[src/logic/interworking_pkg.sv]
// Purpose: Shared constants and types for the packet/circuit interworking unit.
// Assumes: Octet-wide data streams, one octet per cycle when valid.
// Notes:   Times are given in microseconds and turned into cycles of CORE_CLK.
package interworking_pkg;
    localparam int          CLK_MHZ          = 50;
    localparam int          GUARD_US         = 100;
    localparam int          GUARD_CYCLES     = GUARD_US * CLK_MHZ;
    localparam int          RETRY_US         = 1000;
    localparam int          RETRY_CYCLES     = RETRY_US * CLK_MHZ;
    localparam logic [3:0]  RETRY_LIMIT      = 4'h3;
    localparam logic [11:0] MAX_BLOCK        = 12'h7FF;
    localparam logic [11:0] DEFAULT_PKT_SIZE = 12'h080;
    localparam logic        RESET_QBIT_MODE  = 1'b0;

    typedef enum logic [8:0] {
        ST_IDLE   = 9'h001,
        ST_SETUP  = 9'h002,
        ST_DATA   = 9'h004,
        ST_DISC   = 9'h008,
        ST_CLRSIG = 9'h010,
        ST_CLRPKT = 9'h020,
        ST_GUARD  = 9'h040,
        ST_REJECT = 9'h080,
        ST_RELINK = 9'h100
    } ctl_state_type;

    typedef enum logic [2:0] {
        WHY_NONE    = 3'h0,
        WHY_RESET   = 3'h1,
        WHY_RESTART = 3'h2,
        WHY_PKTCLR  = 3'h3,
        WHY_CKTCLR  = 3'h4,
        WHY_LOCAL   = 3'h5,
        WHY_NOANS   = 3'h6
    } cause_type;
endpackage

[src/logic/packet_circuit_interworking.sv]
// Purpose: Interworking unit between a packet switched network and a circuit switched network.
// Assumes: Both sides are logic on CORE_CLK; frame and packet events arrive as one-cycle pulses.
// Notes:   Call set-up mapping and unit-initiated restart are handled elsewhere.
`timescale 1ns/10ps
module packet_circuit_interworking
    import interworking_pkg::*;
#(
    parameter int GUARD_COUNT = GUARD_CYCLES,
    parameter int RETRY_COUNT = RETRY_CYCLES
) (
    input  wire logic        CORE_CLK,
    input  wire logic        RST_B,
    input  wire logic        QBIT_ZERO_MODE,
    input  wire logic        DISC_BEFORE_CLEAR,
    input  wire logic [11:0] PKT_SIZE,
    input  wire logic        LINE_FREE,
    input  wire logic        PKT_CALL_REQ,
    input  wire logic        PKT_CLEAR_REQ,
    input  wire logic        PKT_CLEAR_CONF,
    input  wire logic        PKT_RESET_REQ,
    input  wire logic        PKT_RESTART_REQ,
    input  wire logic        CKT_CONNECTED,
    input  wire logic        CKT_UA,
    input  wire logic        CKT_DM,
    input  wire logic        CKT_CLEAR_IND,
    input  wire logic        CKT_CLEAR_CONF,
    input  wire logic        LOCAL_RELEASE,
    input  wire logic        PIN_VALID,
    input  wire logic [7:0]  PIN_DATA,
    input  wire logic        PIN_LAST,
    input  wire logic        PIN_QBIT,
    input  wire logic        PIN_DBIT,
    input  wire logic        PIN_MBIT,
    input  wire logic        CIN_VALID,
    input  wire logic [7:0]  CIN_DATA,
    input  wire logic        CIN_LAST,
    input  wire logic        CIN_QBIT,
    output logic             COUT_VALID,
    output logic [7:0]       COUT_DATA,
    output logic             COUT_LAST,
    output logic             COUT_QBIT,
    output logic             COUT_MBIT,
    output logic             POUT_VALID,
    output logic [7:0]       POUT_DATA,
    output logic             POUT_LAST,
    output logic             POUT_QBIT,
    output logic             POUT_DBIT,
    output logic             POUT_MBIT,
    output logic             CKT_SABM,
    output logic             CKT_DISC,
    output logic             CKT_CLEAR_SIG,
    output logic             PKT_CLEAR_REQ_OUT,
    output logic             PKT_CLEAR_CONF_OUT,
    output logic             PKT_RESET_CONF,
    output logic             PKT_RESTART_CONF,
    output logic             READY_FOR_CALLS,
    output logic             BLOCK_TOO_LONG
);
    localparam logic [11:0] SEG_ONE = 12'h001;

    ctl_state_type state_q;
    ctl_state_type state_d;
    cause_type     cause_q;
    logic [31:0]   timer_q;
    logic [3:0]    retry_q;
    logic          clr_conf_seen_q;
    logic          ckt_clear_done_q;
    logic [11:0]   seg_cnt_q;
    logic [11:0]   blk_cnt_q;
    logic          data_on;
    logic          seg_end;

    assign data_on = (state_q == ST_DATA);
    assign seg_end = (seg_cnt_q + SEG_ONE >= PKT_SIZE);

    // Packet side to circuit side: one packet becomes one block
    always_ff @(posedge CORE_CLK or negedge RST_B) begin
        if (!RST_B) begin
            COUT_VALID <= 1'b0;
            COUT_DATA  <= 8'h00;
            COUT_LAST  <= 1'b0;
            COUT_QBIT  <= 1'b0;
            COUT_MBIT  <= 1'b0;
        end else begin
            COUT_VALID <= PIN_VALID && data_on;
            COUT_DATA  <= PIN_DATA;
            COUT_LAST  <= PIN_LAST;
            COUT_MBIT  <= PIN_MBIT;
            COUT_QBIT  <= QBIT_ZERO_MODE ? 1'b0 : PIN_QBIT;
        end
    end

    // PIN_DBIT has no reader: the delivery-confirmation request is dropped
    logic unused_dbit;
    assign unused_dbit = PIN_DBIT;

    // Circuit side to packet side with segmentation at the negotiated size
    always_ff @(posedge CORE_CLK or negedge RST_B) begin
        if (!RST_B) begin
            POUT_VALID     <= 1'b0;
            POUT_DATA      <= 8'h00;
            POUT_LAST      <= 1'b0;
            POUT_QBIT      <= 1'b0;
            POUT_DBIT      <= 1'b0;
            POUT_MBIT      <= 1'b0;
            seg_cnt_q      <= 12'h000;
            blk_cnt_q      <= 12'h000;
            BLOCK_TOO_LONG <= 1'b0;
        end else begin
            POUT_VALID <= CIN_VALID && data_on;
            POUT_DATA  <= CIN_DATA;
            POUT_DBIT  <= 1'b0;
            POUT_QBIT  <= QBIT_ZERO_MODE ? 1'b0 : CIN_QBIT;
            if (CIN_VALID && data_on) begin
                // Packet ends at block end or when segment is full
                POUT_LAST <= CIN_LAST || seg_end;
                POUT_MBIT <= !CIN_LAST;
                if (CIN_LAST || seg_end) begin
                    seg_cnt_q <= 12'h000;
                end else begin
                    seg_cnt_q <= seg_cnt_q + SEG_ONE;
                end
                if (CIN_LAST) begin
                    blk_cnt_q <= 12'h000;
                end else if (blk_cnt_q != MAX_BLOCK) begin
                    blk_cnt_q <= blk_cnt_q + SEG_ONE;
                end
                // Flags blocks past 2048 octets; data still passes
                BLOCK_TOO_LONG <= (blk_cnt_q == MAX_BLOCK) && !CIN_LAST;
            end else begin
                POUT_LAST      <= 1'b0;
                POUT_MBIT      <= 1'b0;
                BLOCK_TOO_LONG <= 1'b0;
            end
        end
    end

    // Connection control
    always_comb begin
        state_d = state_q;
        unique case (state_q)
            ST_IDLE: begin
                if (PKT_RESTART_REQ) begin
                    state_d = ST_GUARD;
                end else if (PKT_CALL_REQ) begin
                    state_d = LINE_FREE ? ST_SETUP : ST_REJECT;
                end
            end
            ST_SETUP: begin
                if (PKT_RESTART_REQ) begin
                    state_d = ST_DISC;
                end else if (PKT_CLEAR_REQ) begin
                    state_d = ST_CLRSIG;
                end else if (CKT_UA) begin
                    state_d = ST_DATA;
                end else if (timer_q == 32'h0 && retry_q == RETRY_LIMIT) begin
                    state_d = ST_CLRSIG;
                end
            end
            ST_DATA: begin
                if (PKT_RESTART_REQ || PKT_RESET_REQ) begin
                    state_d = ST_DISC;
                end else if (PKT_CLEAR_REQ || LOCAL_RELEASE) begin
                    state_d = DISC_BEFORE_CLEAR ? ST_DISC : ST_CLRSIG;
                end else if (CKT_CLEAR_IND) begin
                    state_d = ST_CLRSIG;
                end
            end
            ST_DISC: begin
                if (CKT_UA || CKT_DM || timer_q == 32'h0) begin
                    state_d = (cause_q == WHY_RESET) ? ST_RELINK : ST_CLRSIG;
                end
            end
            ST_RELINK: begin
                if (CKT_UA) begin
                    state_d = ST_DATA;
                end else if (timer_q == 32'h0 && retry_q == RETRY_LIMIT) begin
                    state_d = ST_CLRSIG;
                end
            end
            ST_CLRSIG: begin
                if (ckt_clear_done_q || CKT_CLEAR_CONF) begin
                    state_d = ST_CLRPKT;
                end
            end
            ST_CLRPKT: begin
                if (cause_q == WHY_RESTART || cause_q == WHY_PKTCLR || clr_conf_seen_q || PKT_CLEAR_CONF) begin
                    state_d = ST_GUARD;
                end
            end
            ST_GUARD: begin
                if (timer_q == 32'h0) begin
                    state_d = ST_IDLE;
                end
            end
            ST_REJECT: begin
                if (PKT_CLEAR_CONF) begin
                    state_d = ST_IDLE;
                end
            end
            default: state_d = ST_IDLE;
        endcase
    end

    always_ff @(posedge CORE_CLK or negedge RST_B) begin
        if (!RST_B) begin
            state_q <= ST_IDLE;
        end else begin
            state_q <= state_d;
        end
    end

    // Cause of the current release, kept until idle
    always_ff @(posedge CORE_CLK or negedge RST_B) begin
        if (!RST_B) begin
            cause_q <= WHY_NONE;
        end else if (state_d == ST_IDLE) begin
            cause_q <= WHY_NONE;
        end else if (state_q != ST_DISC && state_q != ST_CLRSIG && state_q != ST_CLRPKT && state_q != ST_GUARD) begin
            if (PKT_RESTART_REQ) begin
                cause_q <= WHY_RESTART;
            end else if (state_q == ST_DATA && PKT_RESET_REQ) begin
                cause_q <= WHY_RESET;
            end else if (PKT_CLEAR_REQ) begin
                cause_q <= WHY_PKTCLR;
            end else if (state_q == ST_DATA && LOCAL_RELEASE) begin
                cause_q <= WHY_LOCAL;
            end else if (state_q == ST_DATA && CKT_CLEAR_IND) begin
                cause_q <= WHY_CKTCLR;
            end else if (state_d == ST_CLRSIG) begin
                cause_q <= WHY_NOANS;
            end
        end
    end

    // Shared timer: retry period in set-up and disconnect, guard delay after clearing
    always_ff @(posedge CORE_CLK or negedge RST_B) begin
        if (!RST_B) begin
            timer_q <= 32'h0;
            retry_q <= 4'h0;
        end else if (state_d != state_q) begin
            timer_q <= (state_d == ST_GUARD) ? GUARD_COUNT[31:0] - 32'h1 : RETRY_COUNT[31:0] - 32'h1;
            retry_q <= 4'h0;
        end else if (timer_q == 32'h0) begin
            timer_q <= RETRY_COUNT[31:0] - 32'h1;
            retry_q <= retry_q + 4'h1;
        end else begin
            timer_q <= timer_q - 32'h1;
        end
    end

    // Sticky completion flags; a set in the clearing cycle wins
    always_ff @(posedge CORE_CLK or negedge RST_B) begin
        if (!RST_B) begin
            clr_conf_seen_q  <= 1'b0;
            ckt_clear_done_q <= 1'b0;
        end else begin
            if (PKT_CLEAR_CONF) begin
                clr_conf_seen_q <= 1'b1;
            end else if (state_q == ST_IDLE) begin
                clr_conf_seen_q <= 1'b0;
            end
            if (CKT_CLEAR_CONF) begin
                ckt_clear_done_q <= 1'b1;
            end else if (state_q == ST_IDLE) begin
                ckt_clear_done_q <= 1'b0;
            end
        end
    end

    // Control pulses toward both networks
    always_ff @(posedge CORE_CLK or negedge RST_B) begin
        if (!RST_B) begin
            CKT_SABM           <= 1'b0;
            CKT_DISC           <= 1'b0;
            CKT_CLEAR_SIG      <= 1'b0;
            PKT_CLEAR_REQ_OUT  <= 1'b0;
            PKT_CLEAR_CONF_OUT <= 1'b0;
            PKT_RESET_CONF     <= 1'b0;
            PKT_RESTART_CONF   <= 1'b0;
            READY_FOR_CALLS    <= 1'b0;
        end else begin
            // SABM on entry to relink, and on each retry expiry in set-up or relink while CKT_CONNECTED and retry_q differs from RETRY_LIMIT
            CKT_SABM <= ((state_q == ST_SETUP || state_q == ST_RELINK) && CKT_CONNECTED && timer_q == 32'h0
                         && retry_q != RETRY_LIMIT)
                        || (state_d == ST_RELINK && state_q != ST_RELINK);
            CKT_DISC      <= state_d == ST_DISC && state_q != ST_DISC;
            CKT_CLEAR_SIG <= state_d == ST_CLRSIG && state_q != ST_CLRSIG;
            // Clear request toward packet side unless it started the release
            PKT_CLEAR_REQ_OUT <= (state_d == ST_REJECT && state_q != ST_REJECT)
                                 || (state_d == ST_CLRSIG && state_q != ST_CLRSIG
                                     && cause_q != WHY_PKTCLR && cause_q != WHY_RESTART
                                     && !PKT_CLEAR_REQ && !PKT_RESTART_REQ);
            PKT_CLEAR_CONF_OUT <= state_q == ST_CLRPKT && state_d == ST_GUARD
                                  && cause_q == WHY_PKTCLR;
            PKT_RESET_CONF     <= state_q == ST_RELINK && state_d == ST_DATA;
            PKT_RESTART_CONF   <= state_q == ST_CLRPKT && state_d == ST_GUARD
                                  && cause_q == WHY_RESTART;
            READY_FOR_CALLS    <= state_d == ST_IDLE;
        end
    end
endmodule

[config.mk]
export PLATFORM = sky130hd
export DESIGN_NAME = packet_circuit_interworking
export DESIGN_NICKNAME = d
export VERILOG_FILES = /design/src/logic/interworking_pkg.sv /design/src/logic/packet_circuit_interworking.sv
export SDC_FILE = /design/constraint.sdc
export NUM_CORES = 1
export LEC_CHECK = 0
export BUFFER_PORTS_ARGS = -buffer_cell sky130_fd_sc_hd__buf_2
export CORE_ASPECT_RATIO = 0.7
export CORE_MARGIN = 3
export CORE_UTILIZATION = 50
export DETAILED_ROUTE_END_ITERATION = 16
export PLACE_DENSITY = 0.72
export SLEW_MARGIN = 5
export SYNTH_ARGS = -nofsm -noshare
export SYNTH_HDL_FRONTEND = slang
export SYNTH_SLANG_ARGS = --single-unit
[constraint.sdc]
create_clock -name CORE_CLK -period 3.39 [get_ports CORE_CLK]
set_input_delay 0.1695 -clock CORE_CLK [delete_from_list [all_inputs] [get_ports CORE_CLK]]
set_output_delay 0.1695 -clock CORE_CLK [all_outputs]
set_load 0.01 [all_outputs]
# Word-level counts from Yosys, hierarchy flattened
# Cells that the tools add are included.
# totals
wordCells,155
out_inout_bits,34
input_bits,52
ff_bits,107
# classes
addsub,4
n_eq_ne,32
mux,42
magnitude_cmp,1
reduce_logical,49
# ops
op,n
$mux 9,15
$pmux 9 s9,1
$mux 32,2
$mux 12,3
$logic_not 32->1,1
$sub 32x1->32 const B,1
$logic_and 1x1->1,25
$add 12x1->12 const B,2
$mux 3,8
$eq 9x1->1 const B,2
$eq 9x3->1 const B,2
$eq 9x4->1 const B,2
$eq 9x5->1 const B,2
$eq 9x7->1 const B,2
$eq 9x8->1 const B,2
$eq 9x9->1 const B,2
$mux 16,1
$eq 12x11->1 const B,1
$ge 12x12->1,1
$logic_or 1x1->1,12
$ne 12x11->1 const B,1
$reduce_bool 2->1,5
$eq 9x2->1 const B,1
$eq 9x6->1 const B,1
other kinds (20),33

# Longest topological paths before layout
# Gate-level depths: netlist of the first run.
# logic_depth
ltp_word,16
mapped_depth,12
ltp_nobuf,11

# Worst setup path before layout of the first run
# OpenSTA, ideal clock, no wires.
# synth_path
kind,register to register
start,register seg_cnt_q[2]
end,register seg_cnt_q[0]
path_buffers,0
setup_ns,0.066
path_slack_ns,0.476
period_less_slack_ns,2.914
arrival_time_ns,2.848
required_time_ns,3.324
stages_incl_launch_ff,12
cell_sequence,dfrtp_1 -> and3_1 -> nand3_1 -> or2_2 -> nor2_1 -> nand3_1 -> xnor2_1 -> ha_1 -> a211oi_1 -> o211ai_1 -> a21oi_1 -> mux2_2
# synth_between
elab_chain_len,4
# synth_lines
item,line_no,source
start: declaration,packet_circuit_interworking.sv:68,logic [11:0] seg_cnt_q;
start signal: assignment,packet_circuit_interworking.sv:121,seg_cnt_q <= seg_cnt_q + SEG_ONE;
$add 12x1->12,packet_circuit_interworking.sv:74,assign seg_end = (seg_cnt_q + SEG_ONE >= PKT_SIZE);
$ge 12x12->1,packet_circuit_interworking.sv:74,
$logic_or 1x1->1,packet_circuit_interworking.sv:118,if (CIN_LAST || seg_end) begin
$mux 12,packet_circuit_interworking.sv:118,
# No other way between the ends.
# A chain may end at the register's enable or synchronous reset.

# Worst setup path in the final report of the first run
# Same ends and word-level chain as after synthesis.

==> summary.txt, run 1 <==
Detailed routing
  – DRT antenna net count: 0
  – Residual DRC count: 0
  – Initial DRT Pass Iterations: 5
  – WL per Instance: 15.69 um
  – DRT iter0 DRCs: 273
  – Routed Wire Length: 12.39 mm
  – Vias per cell: 5.554
  – Vias: 4388

Yosys
  – Cells after Synth: 540
  – Synth async-reset ratio: 1.000
  – Synth top area share: 0.4931
  – Synth cell types: 64
  – Mapped Area: 5379 um2
  – Dominant cells by area after synthesis: dfrtp_1 49%, xnor2_1 5.2%, nor2_1 4.7%
  – Avg Cell Area, Syn: 9.961 um2
  – Syn_nets: 608
  – Dominant synthesized flop cell: dfrtp_1
  – Number of synthesized flops with an enable pin: 0
  – Synth Register Bits: 107
  – Sequential-to-total area share from yosys stat: 0.4980
  – Post-synth top area cell: dfrtp_1
  – YS warnings: 0

Clock tree
  – Worst-path clk slew: 0.07 ns
  – Inserted Clock Buffers: 9
  – Root Driver: clkbuf_16
  – H-tree Lvls: 3
  – CTS sink count: 107
  – CTS tree: yes
  – Setup repair bufs after CTS: 0
  – Worst skew pair latency: 0.35 ns
  – Max clock buf depth: 2

Worst setup path
  – Crit end category: flop
  – WS Path Type: reg -> reg
  – Worst Path Required: 3.68 ns
  – Kind of cell adding the most delay to the critical path: simple AND/OR/NAND/NOR gates
  – Crit path buf inv count: 1
  – CP dominant cell by count: nand3_1
  – Slowest stage cell, crit path: dfrtp_1
  – Worst r2r src: seg_cnt_q[2]$_DFFE_PN0P_
  – CP peak stage delay: 0.45 ns
  – Worst reg2reg setup slack: 0.32 ns
  – Reg2Reg Depth: 12
  – Arr. time, crit path: 3.37 ns
  – Crit path launch type: flop
  – Critical-path cell list: and3_1 -> nand3_1 -> or2_2 -> nor2_1 -> nand3_1 -> xnor2_1 -> ha_1 -> a211oi_2 -> o211ai_1 -> a21oi_1 -> buf_4 -> mux2_2
  – RR Endpoint: seg_cnt_q[0]$_DFFE_PN0P_
  – Crit Path Max Fanout: 7

Global route
  – Vias in the first global route: 4247
  – Initial antenna violation count: 0
  – Overall Global Routing Usage: 0.2129
  – Overflow left after global routing: 0
  – Largest net degree at the start of global routing: 53
  – First-pass GRT wire length: 20.53 mm

Cells and area
  – Layout cell share with drive strength beyond 1: 0.2249
  – # diodes: 0
  – Filler cells: 858
  – Commonest non-fill, non-tap cell in the layout: dfrtp_1
  – Final Net Count: 721
  – Layout area overhead: 20.56%
  – Post-layout util: 0.6215
  – Commonest cells after routing, fill and taps aside: 106 x dfrtp_1, 82 x buf_2, 67 x nor2_1
  – Design Area, Final: 6485 um2

Min path
  – Hold depth: 2
  – WHS Endpoint: COUT_VALID$_DFF_PN0_
  – Worst Hold Class: in -> reg
  – Min-delay src: PIN_VALID

STA
  – Final-report setup violation count: 0
  – Hold violation count in the final report: 0
  – Slew HR: 0.5593
  – Tcrit/Tclk final: 0.9068
  – Worst Tran Pin Value: 0.6611 ns
  – Setup TNS Final: 0 ns
  – Final worst setup slack: 0.3160 ns
  – Clock Skew: 0.007068 ns
  – RSZ-0062 raised after global routing: false
  – FMAX: 325.3 MHz
  – Final slew viol count: 0
  – Tmin final: 3.074 ns

Pwr
  – Total power: 3202 uW
  – Power Density: 493.7 nW/um2
  – Leak: 0.003056 uW
  – Peak supply drop: 0.4826 mV

Placed design
  – Placer Congestion: 0.8539
  – Port Buf Inserts: 83
  – DP Worst Slack: 0.2236 ns
  – DP Area: 5973 um2
  – Post-DP HPWL: 9.085 mm

Flow run
  – Max Cap Viol: 0

Floorplan
  – Row count: 31
  – Chip Width: 130.0 um
  – IO Pins: 86
  – Initial Utilization: 0.5155
  – Die height: 92.78 um
  – Die area: 12060 um2
  – Core Region: 10430 um2

Run status
  – Status: finished clean
[cell type report]
cell class,instances,area [um2],area share
Multi-Input combinational cell,396,2544,0.3922
Clock inverter,7,66.31,0.01023
Clock buffer,9,225.2,0.03473
Inverter,22,82.58,0.01273
Tap cell,132,165.2,0.02547
Timing Repair Buffer,117,723.2,0.1115
Sequential cell,107,2679,0.4131
[cells by family (layout without fill, tap and decap cells)]
| family | after synthesis | after routing | share of synthesized area |
|---|---|---|---|
| other cells | 1 | 1 | 0.0006972 |
| mux | 3 | 3 | 0.005815 |
| fa+ha+maj | 16 | 16 | 0.03722 |
| simple gates | 244 | 244 | 0.2291 |
| xor+xnor | 52 | 52 | 0.08467 |
| compound gates | 80 | 80 | 0.1117 |
| buf+inv | 37 | 155 | 0.03280 |
| flops | 107 | 107 | 0.4980 |
[Yosys cell counts (3+ instances only)]
cell type	number
buf_2	3
a22oi_1	5
dfrtp_1	106
nand2_1	49
or2_2	7
xor2_1	20
nor3_1	24
nand3_1	15
nor2_1	67
xnor2_1	32
inv_1	21
nand4_1	10
ha_1	16
o31ai_1	3
and3_1	5
a22o_1	6
or3_1	9
buf_6	4
nand2b_1	6
a21oi_1	16
nor4_1	15
clkbuf_1	7
or4_1	5
nor2_2	11
a21o_1	13
o21ai_0	11
nor2b_1	6
[how the worst max path moves through the flow]
stage	start	endpoint	slack [ns]	cells past startpoint
floorplan	seg_cnt_q[2]$_DFFE_PN0P_	seg_cnt_q[0]$_DFFE_PN0P_	0.48	11
global placement	timer_q[0]$_DFF_PN0_	timer_q[12]$_DFF_PN0_	0.34	9
detailed placement	timer_q[0]$_DFF_PN0_	timer_q[12]$_DFF_PN0_	0.22	9
CTS	timer_q[0]$_DFF_PN0_	timer_q[12]$_DFF_PN0_	0.19	9
global route	timer_q[0]$_DFF_PN0_	timer_q[12]$_DFF_PN0_	0.09	9
finish	seg_cnt_q[2]$_DFFE_PN0P_	seg_cnt_q[0]$_DFFE_PN0P_	0.32	12
[where the power goes]
part,internal [uW],switching (uW)
Clock,516,498
Sequential,1380,98.7
Combinational,274,436
[metal layers]
layer,up-vias,global-route usage,routed length [um]
met5,-,0,0
met4,0,0.04931,129
met3,18,0.05533,830
met2,150,0.3263,5633
met1,2105,0.3048,5800
li1,2115,-,-
[flip-flops by register name, indices dropped and copies added, names as in the netlist, 3 cells and up]
signal and count:
seg_cnt_q 12, timer_q 32, retry_q 4, cause_q 3, COUT_DATA 8, blk_cnt_q 12, state_q 9, POUT_DATA 8
[worst reg2reg max path, cell delays in order (launching register included)]
cell and delay, ns:
dfrtp_1 0.45, and3_1 0.23, nand3_1 0.16, or2_2 0.38, nor2_1 0.19, nand3_1 0.12
xnor2_1 0.22, ha_1 0.30, a211oi_2 0.23, o211ai_1 0.15, a21oi_1 0.25, buf_4 0.18
mux2_2 0.14
[metrics by stage]
stage / cells / hold slack (ns)
floorplan: 540 / -0.1261
CTS: 790 / 0.02267
global placement: 754 / 0.2431
global route: 790 / 0.03295
finish: 790 / 0.02538
detailed placement: 754 / 0.2437
[repair_timing]
item / in CTS / in global routing
hold endpoints to repair: 69 / 0
hold buffers: 20 / 0
endpoints found under the setup margin: 0 / 15
gates resized for setup: 0 / 3
Power figures use the tool's default switching activity.
==> run 2, diff against run 1 <==
- CTS_BUF_LIST: unset -> sky130_fd_sc_hd__clkbuf_2
==> run 2 against run 1 <==
  * Critical path depth decreased by 3
  * Power is 14% lower
  * Routed wire length rose by 0.23%
  * Cell count is 2.3% higher
  * Clock power down 44%
  * Sequential power barely moved
  * Sequential cell count did not move
  * Critical path type unchanged
  * Critical endpoint is now timer_q[12]$_DFF_PN0_
  * Largest cell class unchanged
==> summary.txt, run 2 (synthesis results as in run 1) <==
Run status
  – Status: finished clean

Worst setup path
  – Arr. time, crit path: 3.68 ns (+0.31 ns)
  – Worst Path Required: 3.93 ns (+0.25 ns)
  – RR Endpoint: timer_q[12]$_DFF_PN0_
  – Crit path launch type: flop
  – Crit Path Max Fanout: 23 (+16)
  – Worst reg2reg setup slack: 0.25 ns (-0.07 ns)
  – WS Path Type: reg -> reg
  – Crit end category: flop
  – Worst r2r src: timer_q[0]$_DFF_PN0_
  – Reg2Reg Depth: 9 (-3)

Floorplan
  – Initial Utilization: 0.5155 (unchanged)
  – Row count: 31 (unchanged)
  – Chip Width: 130.0 um (unchanged)
  – Die area: 12060 um2 (unchanged)
  – Die height: 92.78 um (unchanged)
  – IO Pins: 86 (unchanged)
  – Core Region: 10430 um2 (unchanged)

STA
  – Clock Skew: 0.03039 ns (+0.02332 ns)
  – Worst Tran Pin Value: 0.6712 ns (+0.01010 ns)
  – Hold violation count in the final report: 0 (unchanged)
  – FMAX: 318.1 MHz (-2.2%)
  – Final-report setup violation count: 0 (unchanged)
  – Final worst setup slack: 0.2465 ns (-0.06949 ns)
  – Tcrit/Tclk final: 0.9273 (+0.02050)
  – Slew HR: 0.5525 (-0.006737)
  – Tmin final: 3.144 ns (+0.06949 ns)
  – Final slew viol count: 0 (unchanged)

Global route
  – Largest net degree at the start of global routing: 53 (unchanged)
  – Initial antenna violation count: 0 (unchanged)
  – First-pass GRT wire length: 20.54 mm (about the same)
  – Overall Global Routing Usage: 0.2127 (-0.0002465)
  – Overflow left after global routing: 0 (unchanged)
  – Vias in the first global route: 4281 (+0.80%)

Clock tree
  – Setup repair bufs after CTS: 0 (unchanged)
  – H-tree Lvls: 3 (unchanged)
  – Root Driver: clkbuf_2
  – CTS tree: yes
  – Worst skew pair latency: 0.61 ns (+0.26 ns)
  – CTS sink count: 107 (unchanged)
  – Max clock buf depth: 2 (unchanged)
  – Worst-path clk slew: 0.31 ns (+0.24 ns)
  – Inserted Clock Buffers: 9 (unchanged)

Pwr
  – Total power: 2760 uW (-14%)
  – Peak supply drop: 0.2359 mV (-51%)
  – Leak: 0.003063 uW (+0.21%)
  – Power Density: 426.1 nW/um2 (-14%)

Detailed routing
  – Initial DRT Pass Iterations: 4 (-1)
  – DRT iter0 DRCs: 251 (-8.1%)
  – WL per Instance: 15.37 um (-2.0%)
  – DRT antenna net count: 0 (unchanged)
  – Routed Wire Length: 12.42 mm (+0.23%)
  – Vias: 4447 (+1.3%)
  – Vias per cell: 5.504 (-0.91%)
  – Residual DRC count: 0 (unchanged)

Placed design
  – Post-DP HPWL: 9.085 mm (unchanged)
  – Placer Congestion: 0.8539 (unchanged)
  – Port Buf Inserts: 83 (unchanged)
  – DP Worst Slack: 0.2236 ns (unchanged)

Cells and area
  – Filler cells: 884 (+3.0%)
  – Biggest regs: timer_q: 32 flops, blk_cnt_q: 12 flops, seg_cnt_q: 12 flops
  – # diodes: 0 (unchanged)
  – Layout cell share with drive strength beyond 1: 0.2219 (-0.003031)
  – Layout area overhead: 20.45% (about the same)
  – Final Net Count: 739 (+2.5%)
  – Most flop-heavy register: timer_q
  – Commonest non-fill, non-tap cell in the layout: dfrtp_1
  – Commonest cells after routing, fill and taps aside: 104 x dfrtp_1, 82 x buf_2, 67 x nor2_1
  – Max reg flops: 32 (unchanged)

Min path
  – WHS Endpoint: cause_q[1]$_DFFE_PN0P_
  – Hold depth: 5 (+3)
  – Worst Hold Class: in -> reg
  – Min-delay src: PKT_CLEAR_REQ

Flow run
  – Max Cap Viol: 0 (unchanged)
## run 2: cell types whose count changed in the layout (fill, tap and decap cells not counted)
cell,before,now
nand2_8,1,0
clkbuf_2,0,9
dlygate4sd3_1,20,38
dfrtp_1,106,104
clkbuf_16,9,0
nand2_4,0,1
dfrtp_2,0,2
## run 2: metrics by stage
| stage | instance area [um2] | utilization | hold WS (ns) | cells | TNS (ns) |
|---|---|---|---|---|---|
| floorplan | 5379 | - | -0.1261 | 540 | 0 |
| global placement | 5973 | 0.5725 | 0.2431 | 754 | 0 |
| detailed placement | 5973 | 0.5725 | 0.2437 | 754 | 0 |
| CTS | 6465 | 0.6196 | 0.01806 | 808 | 0 |
| global route | 6479 | 0.6209 | 0.04512 | 808 | -0.004319 |
| finish | 6479 | 0.6209 | 0.04918 | 808 | 0 |
## run 2: final cells by class
cell class | instances | area [um2] | share of cell area
inverters | 22 | 82.58 | 0.01275
multi-input cells | 396 | 2535 | 0.3913
clock inverters | 7 | 66.31 | 0.01024
clock buffers | 9 | 45.04 | 0.006952
repair buffers | 135 | 903.4 | 0.1394
flip-flops and latches | 107 | 2681 | 0.4139
well taps | 132 | 165.2 | 0.02549
## run 2: worst max-delay path, stage by stage (launching register included)
cell	delay, ns
dfrtp_1	0.47
inv_1	0.07
ha_1	0.20
nor4b_1	0.34
nand4_1	0.33
nor4_2	0.46
o311ai_2	0.17
or3_1	0.56
nand2_4	0.34
o21ai_0	0.14
## run 2: report_power, final
part | switching [uW] | internal, uW | total (uW)
Clock | 452 | 117 | 568
Combinational | 428 | 283 | 711
Sequential | 99.0 | 1380 | 1480
## run 2: timing repair
item,in CTS,in global routing
hold buffers,38,0
endpoints found under the hold margin,93,0
gates resized for setup,0,4
setup endpoints to repair,0,21
## run 2: worst max-delay path by stage
stage,start,to,slack [ns],cells after the start
final,timer_q[0]$_DFF_PN0_,timer_q[12]$_DFF_PN0_,0.25,9
after global routing,timer_q[0]$_DFF_PN0_,timer_q[12]$_DFF_PN0_,-0.004,9
after CTS,seg_cnt_q[2]$_DFFE_PN0P_,seg_cnt_q[0]$_DFFE_PN0P_,0.19,12
after detailed placement,timer_q[0]$_DFF_PN0_,timer_q[12]$_DFF_PN0_,0.22,9
after global placement,timer_q[0]$_DFF_PN0_,timer_q[12]$_DFF_PN0_,0.34,9
after floorplan,seg_cnt_q[2]$_DFFE_PN0P_,seg_cnt_q[0]$_DFFE_PN0P_,0.48,11
## run 2: metal layers
| layer | vias to the layer above | wire length (um) | global-route usage |
|---|---|---|---|
| met5 | - | 0 | 0 |
| met2 | 153 | 5598 | 0.3238 |
| met4 | 0 | 104 | 0.04325 |
| met1 | 2133 | 5916 | 0.3089 |
| li1 | 2148 | - | - |
| met3 | 13 | 802 | 0.05533 |
==> run 3, diff against run 2 <==
- CTS_CLUSTER_DIAMETER: unset -> 100
- clock period: 3.39 -> 4.05 ns (I/O delays scaled with it)
==> run 3 against run 2 <==
  * Worst hold slack better by 0.023 ns
  * Highest routed layer unchanged
  * Sequential power decreased by 16%
  * First-iteration DRC count increased by 14%
  * Utilization decreased by 1.0 points
  * Clock-buffer cell count rose by 1
  * Largest power group unchanged
==> summary.txt, run 3 (synthesis results as in run 1) <==
Clock tree
  – Worst skew pair latency: 0.58 ns (-0.03 ns)
  – H-tree Lvls: 3 (unchanged)
  – CTS sink count: 107 (unchanged)
  – CTS tree: yes
  – Max clock buf depth: 2 (unchanged)
  – Inserted Clock Buffers: 9 (unchanged)
  – Root Driver: clkbuf_2
  – Worst-path clk slew: 0.29 ns (-0.02 ns)

Cells and area
  – Biggest regs: timer_q: 32 flops, blk_cnt_q: 12 flops, seg_cnt_q: 12 flops
  – Most flop-heavy register: timer_q
  – Layout cell share with drive strength beyond 1: 0.2051 (-0.01677)
  – Post-Layout Cell Count: 795 (-1.6%)
  – Post-layout util: 0.6109 (-0.01007)
  – Commonest cells after routing, fill and taps aside: 106 x dfrtp_1, 82 x buf_2, 67 x nor2_1
  – Area of the multi-input gates: 2527 um2 (-0.30%)
  – # diodes: 0 (unchanged)
  – Final Net Count: 726 (-1.8%)
  – Max reg flops: 32 (unchanged)
  – Commonest non-fill, non-tap cell in the layout: dfrtp_1
  – Filler cells: 867 (-1.9%)
  – Storage element area: 2679 um2 (about the same)
  – Layout area overhead: 18.49%

Pwr
  – Leak: 0.003001 uW (-2.0%)
  – Internal Pwr Total: 1534 uW (-14%)
  – Clock Power Share: 0.217 (+0.011)
  – Sw Ratio: 0.3406 (-0.01400)
  – P_sw: 792.2 uW (-19%)
  – Gate power share: 0.250 (-0.008)
  – Power Density: 365.0 nW/um2 (-14%)
  – Peak supply drop: 0.2290 mV (-2.9%)
  – Seq pwr share: 0.533 (-0.003)

Detailed routing
  – Vias: 4419 (-0.63%)
  – WL per Instance: 15.33 um (-0.27%)
  – DRT antenna net count: 0 (unchanged)
  – Initial DRT Pass Iterations: 5 (+1)
  – DRT iter0 DRCs: 285 (+14%)
  – Vias per cell: 5.558 (+1.0%)
  – Routed Wire Length: 12.19 mm (-1.9%)
  – Residual DRC count: 0 (unchanged)

Worst setup path
  – Arr. time, crit path: 4.00 ns (+0.32 ns)
  – Kind of cell adding the most delay to the critical path: compound AO/OA/AOI/OAI gates
  – Crit end category: flop
  – Crit Path Max Fanout: 7 (-70%)
  – WS Path Type: reg -> reg
  – Critical-path cell list: and3_1 -> nand3_1 -> or2_2 -> nor2_1 -> nand3_1 -> xnor2_1 -> ha_1 -> a211oi_1 -> o211ai_1 -> a21oi_2 -> mux2_2
  – Worst Path Required: 4.61 ns (+0.68 ns)
  – CP peak stage delay: 0.52 ns (-0.04 ns)
  – Slowest stage cell, crit path: dfrtp_1
  – CP dominant cell by count: nand3_1
  – Crit path launch type: flop
  – Crit path buf inv count: 0 (-1)

Run status
  – Status: finished clean

STA
  – Tcrit/Tclk final: 0.8513 (-0.07597)
  – Final hold slack: 0.07172 ns (+0.02254 ns)
  – Final slew viol count: 0 (unchanged)
  – Clock Skew: 0.02798 ns (-0.002401 ns)
  – Setup TNS Final: 0 ns (unchanged)
  – RSZ-0062 raised after global routing: false
  – Final worst setup slack: 0.6022 ns (+0.3557 ns)
  – FMAX: 290.0 MHz (-8.8%)
  – Final-report setup violation count: 0 (unchanged)
  – Slew HR: 0.4458 (-0.1068)
  – Hold violation count in the final report: 0 (unchanged)
  – Tmin final: 3.448 ns (+0.3043 ns)
  – Worst Tran Pin Value: 0.8314 ns (+0.1601 ns)

Global route
  – Overflow left after global routing: 0 (unchanged)
  – Initial antenna violation count: 0 (unchanged)
  – Overall Global Routing Usage: 0.2126 (about the same)
  – First-pass GRT wire length: 20.56 mm (about the same)
  – Met1 Track Usage GR: 0.3151 (+0.006267)
  – Met2 global-route usage: 0.3169 (-0.006861)
  – Largest net degree at the start of global routing: 66 (+25%)
  – GR peak layer: met2
  – Vias in the first global route: 4254 (-0.63%)
  – Grt met3 use: 0.05303 (-0.002305)

Floorplan
  – Chip Width: 130.0 um (unchanged)
  – IO Pins: 86 (unchanged)
  – Die height: 92.78 um (unchanged)
  – Row count: 31 (unchanged)
  – Initial Utilization: 0.5155 (unchanged)
  – Die area: 12060 um2 (unchanged)
  – Core Region: 10430 um2 (unchanged)

Placed design
  – Placer Congestion: 0.8984 (+5.2%)
  – Dpl cells: 744 (-1.3%)
  – DP Worst Slack: 0.5010 ns (+0.2774 ns)
  – Port Buf Inserts: 83 (unchanged)
  – Post-DP HPWL: 8.811 mm (-3.0%)

Flow run
  – Max Cap Viol: 0 (unchanged)

Min path
  – Worst Hold Class: in -> reg
-- run 3: changes by cell type in the layout (fill, tap and decap cells not counted), sizes merged --
cell         before  now
buf              97   87
dlygate4sd3      38   35
inv              26   24
bufinv            0    1
clkbuf            9   10
clkinv            2    3
clkinvlp          1    0
-- run 3: layout make-up --
type | count | share of cell area
timing repair buffer | 122 | 0.1252
clock buffer | 10 | 0.007852
tap | 132 | 0.02591
clock inverter | 6 | 0.01119
inverter | 22 | 0.01296
multi-input combinational | 396 | 0.3965
sequential | 107 | 0.4203
-- run 3: path summary, 6_finish.rpt --
kind                                          startpoint                          to  slack [ns]  depth (start not counted)
min in group asynchronous                          RST_B          CKT_SABM$_DFF_PN0_        0.22                          2
worst max-delay path            seg_cnt_q[2]$_DFFE_PN0P_    seg_cnt_q[0]$_DFFE_PN0P_        0.60                         11
worst min register to register    cause_q[0]$_DFFE_PN0P_  PKT_RESTART_CONF$_DFF_PN0_        0.49                          1
worst max register to register  seg_cnt_q[2]$_DFFE_PN0P_    seg_cnt_q[0]$_DFFE_PN0P_        0.60                         11
max in group asynchronous                          RST_B       timer_q[27]$_DFF_PN0_        2.77                          3
worst min-delay path                       CKT_CLEAR_IND        state_q[2]$_DFF_PN0_        0.07                          4
-- run 3: per-layer routing --
metal	share of wire	vias to the layer above
met1	0.48	2138
met2	0.45	143
met5	0	-
met4	0.0081	0
met3	0.064	11
li1	-	2127
-- run 3: power by group through the flow --
stage	Combinational (uW)	Sequential, uW	Clock, uW
after floorplan	411	1230	0
after global placement	535	1250	0
after detailed placement	548	1260	0
after CTS	580	1240	527
after global routing	641	1260	576
final	582	1240	504
-- run 3: worst reg2reg max path, stage by stage, from the launching register on --
cell and delay, ns:
dfrtp_1 0.52, and3_1 0.23, nand3_1 0.17, or2_2 0.38, nor2_1 0.18, nand3_1 0.11
xnor2_1 0.20, ha_1 0.29, a211oi_1 0.33, o211ai_1 0.34, a21oi_2 0.45, mux2_2 0.23
-- run 3: metrics by stage --
step / area (um2) / power, uW
finish: 6374 / 2326
global route: 6374 / 2472
floorplan: 5379 / 1643
CTS: 6370 / 2345
global placement: 5898 / 1786
detailed placement: 5898 / 1803
-- run 3: repair_timing --
action,4_1_cts,5_1_grt
hold endpoints to repair,101,0
hold buffers,35,0
gates resized for setup,0,1
buffers inserted,0,0
setup endpoints to repair,0,1
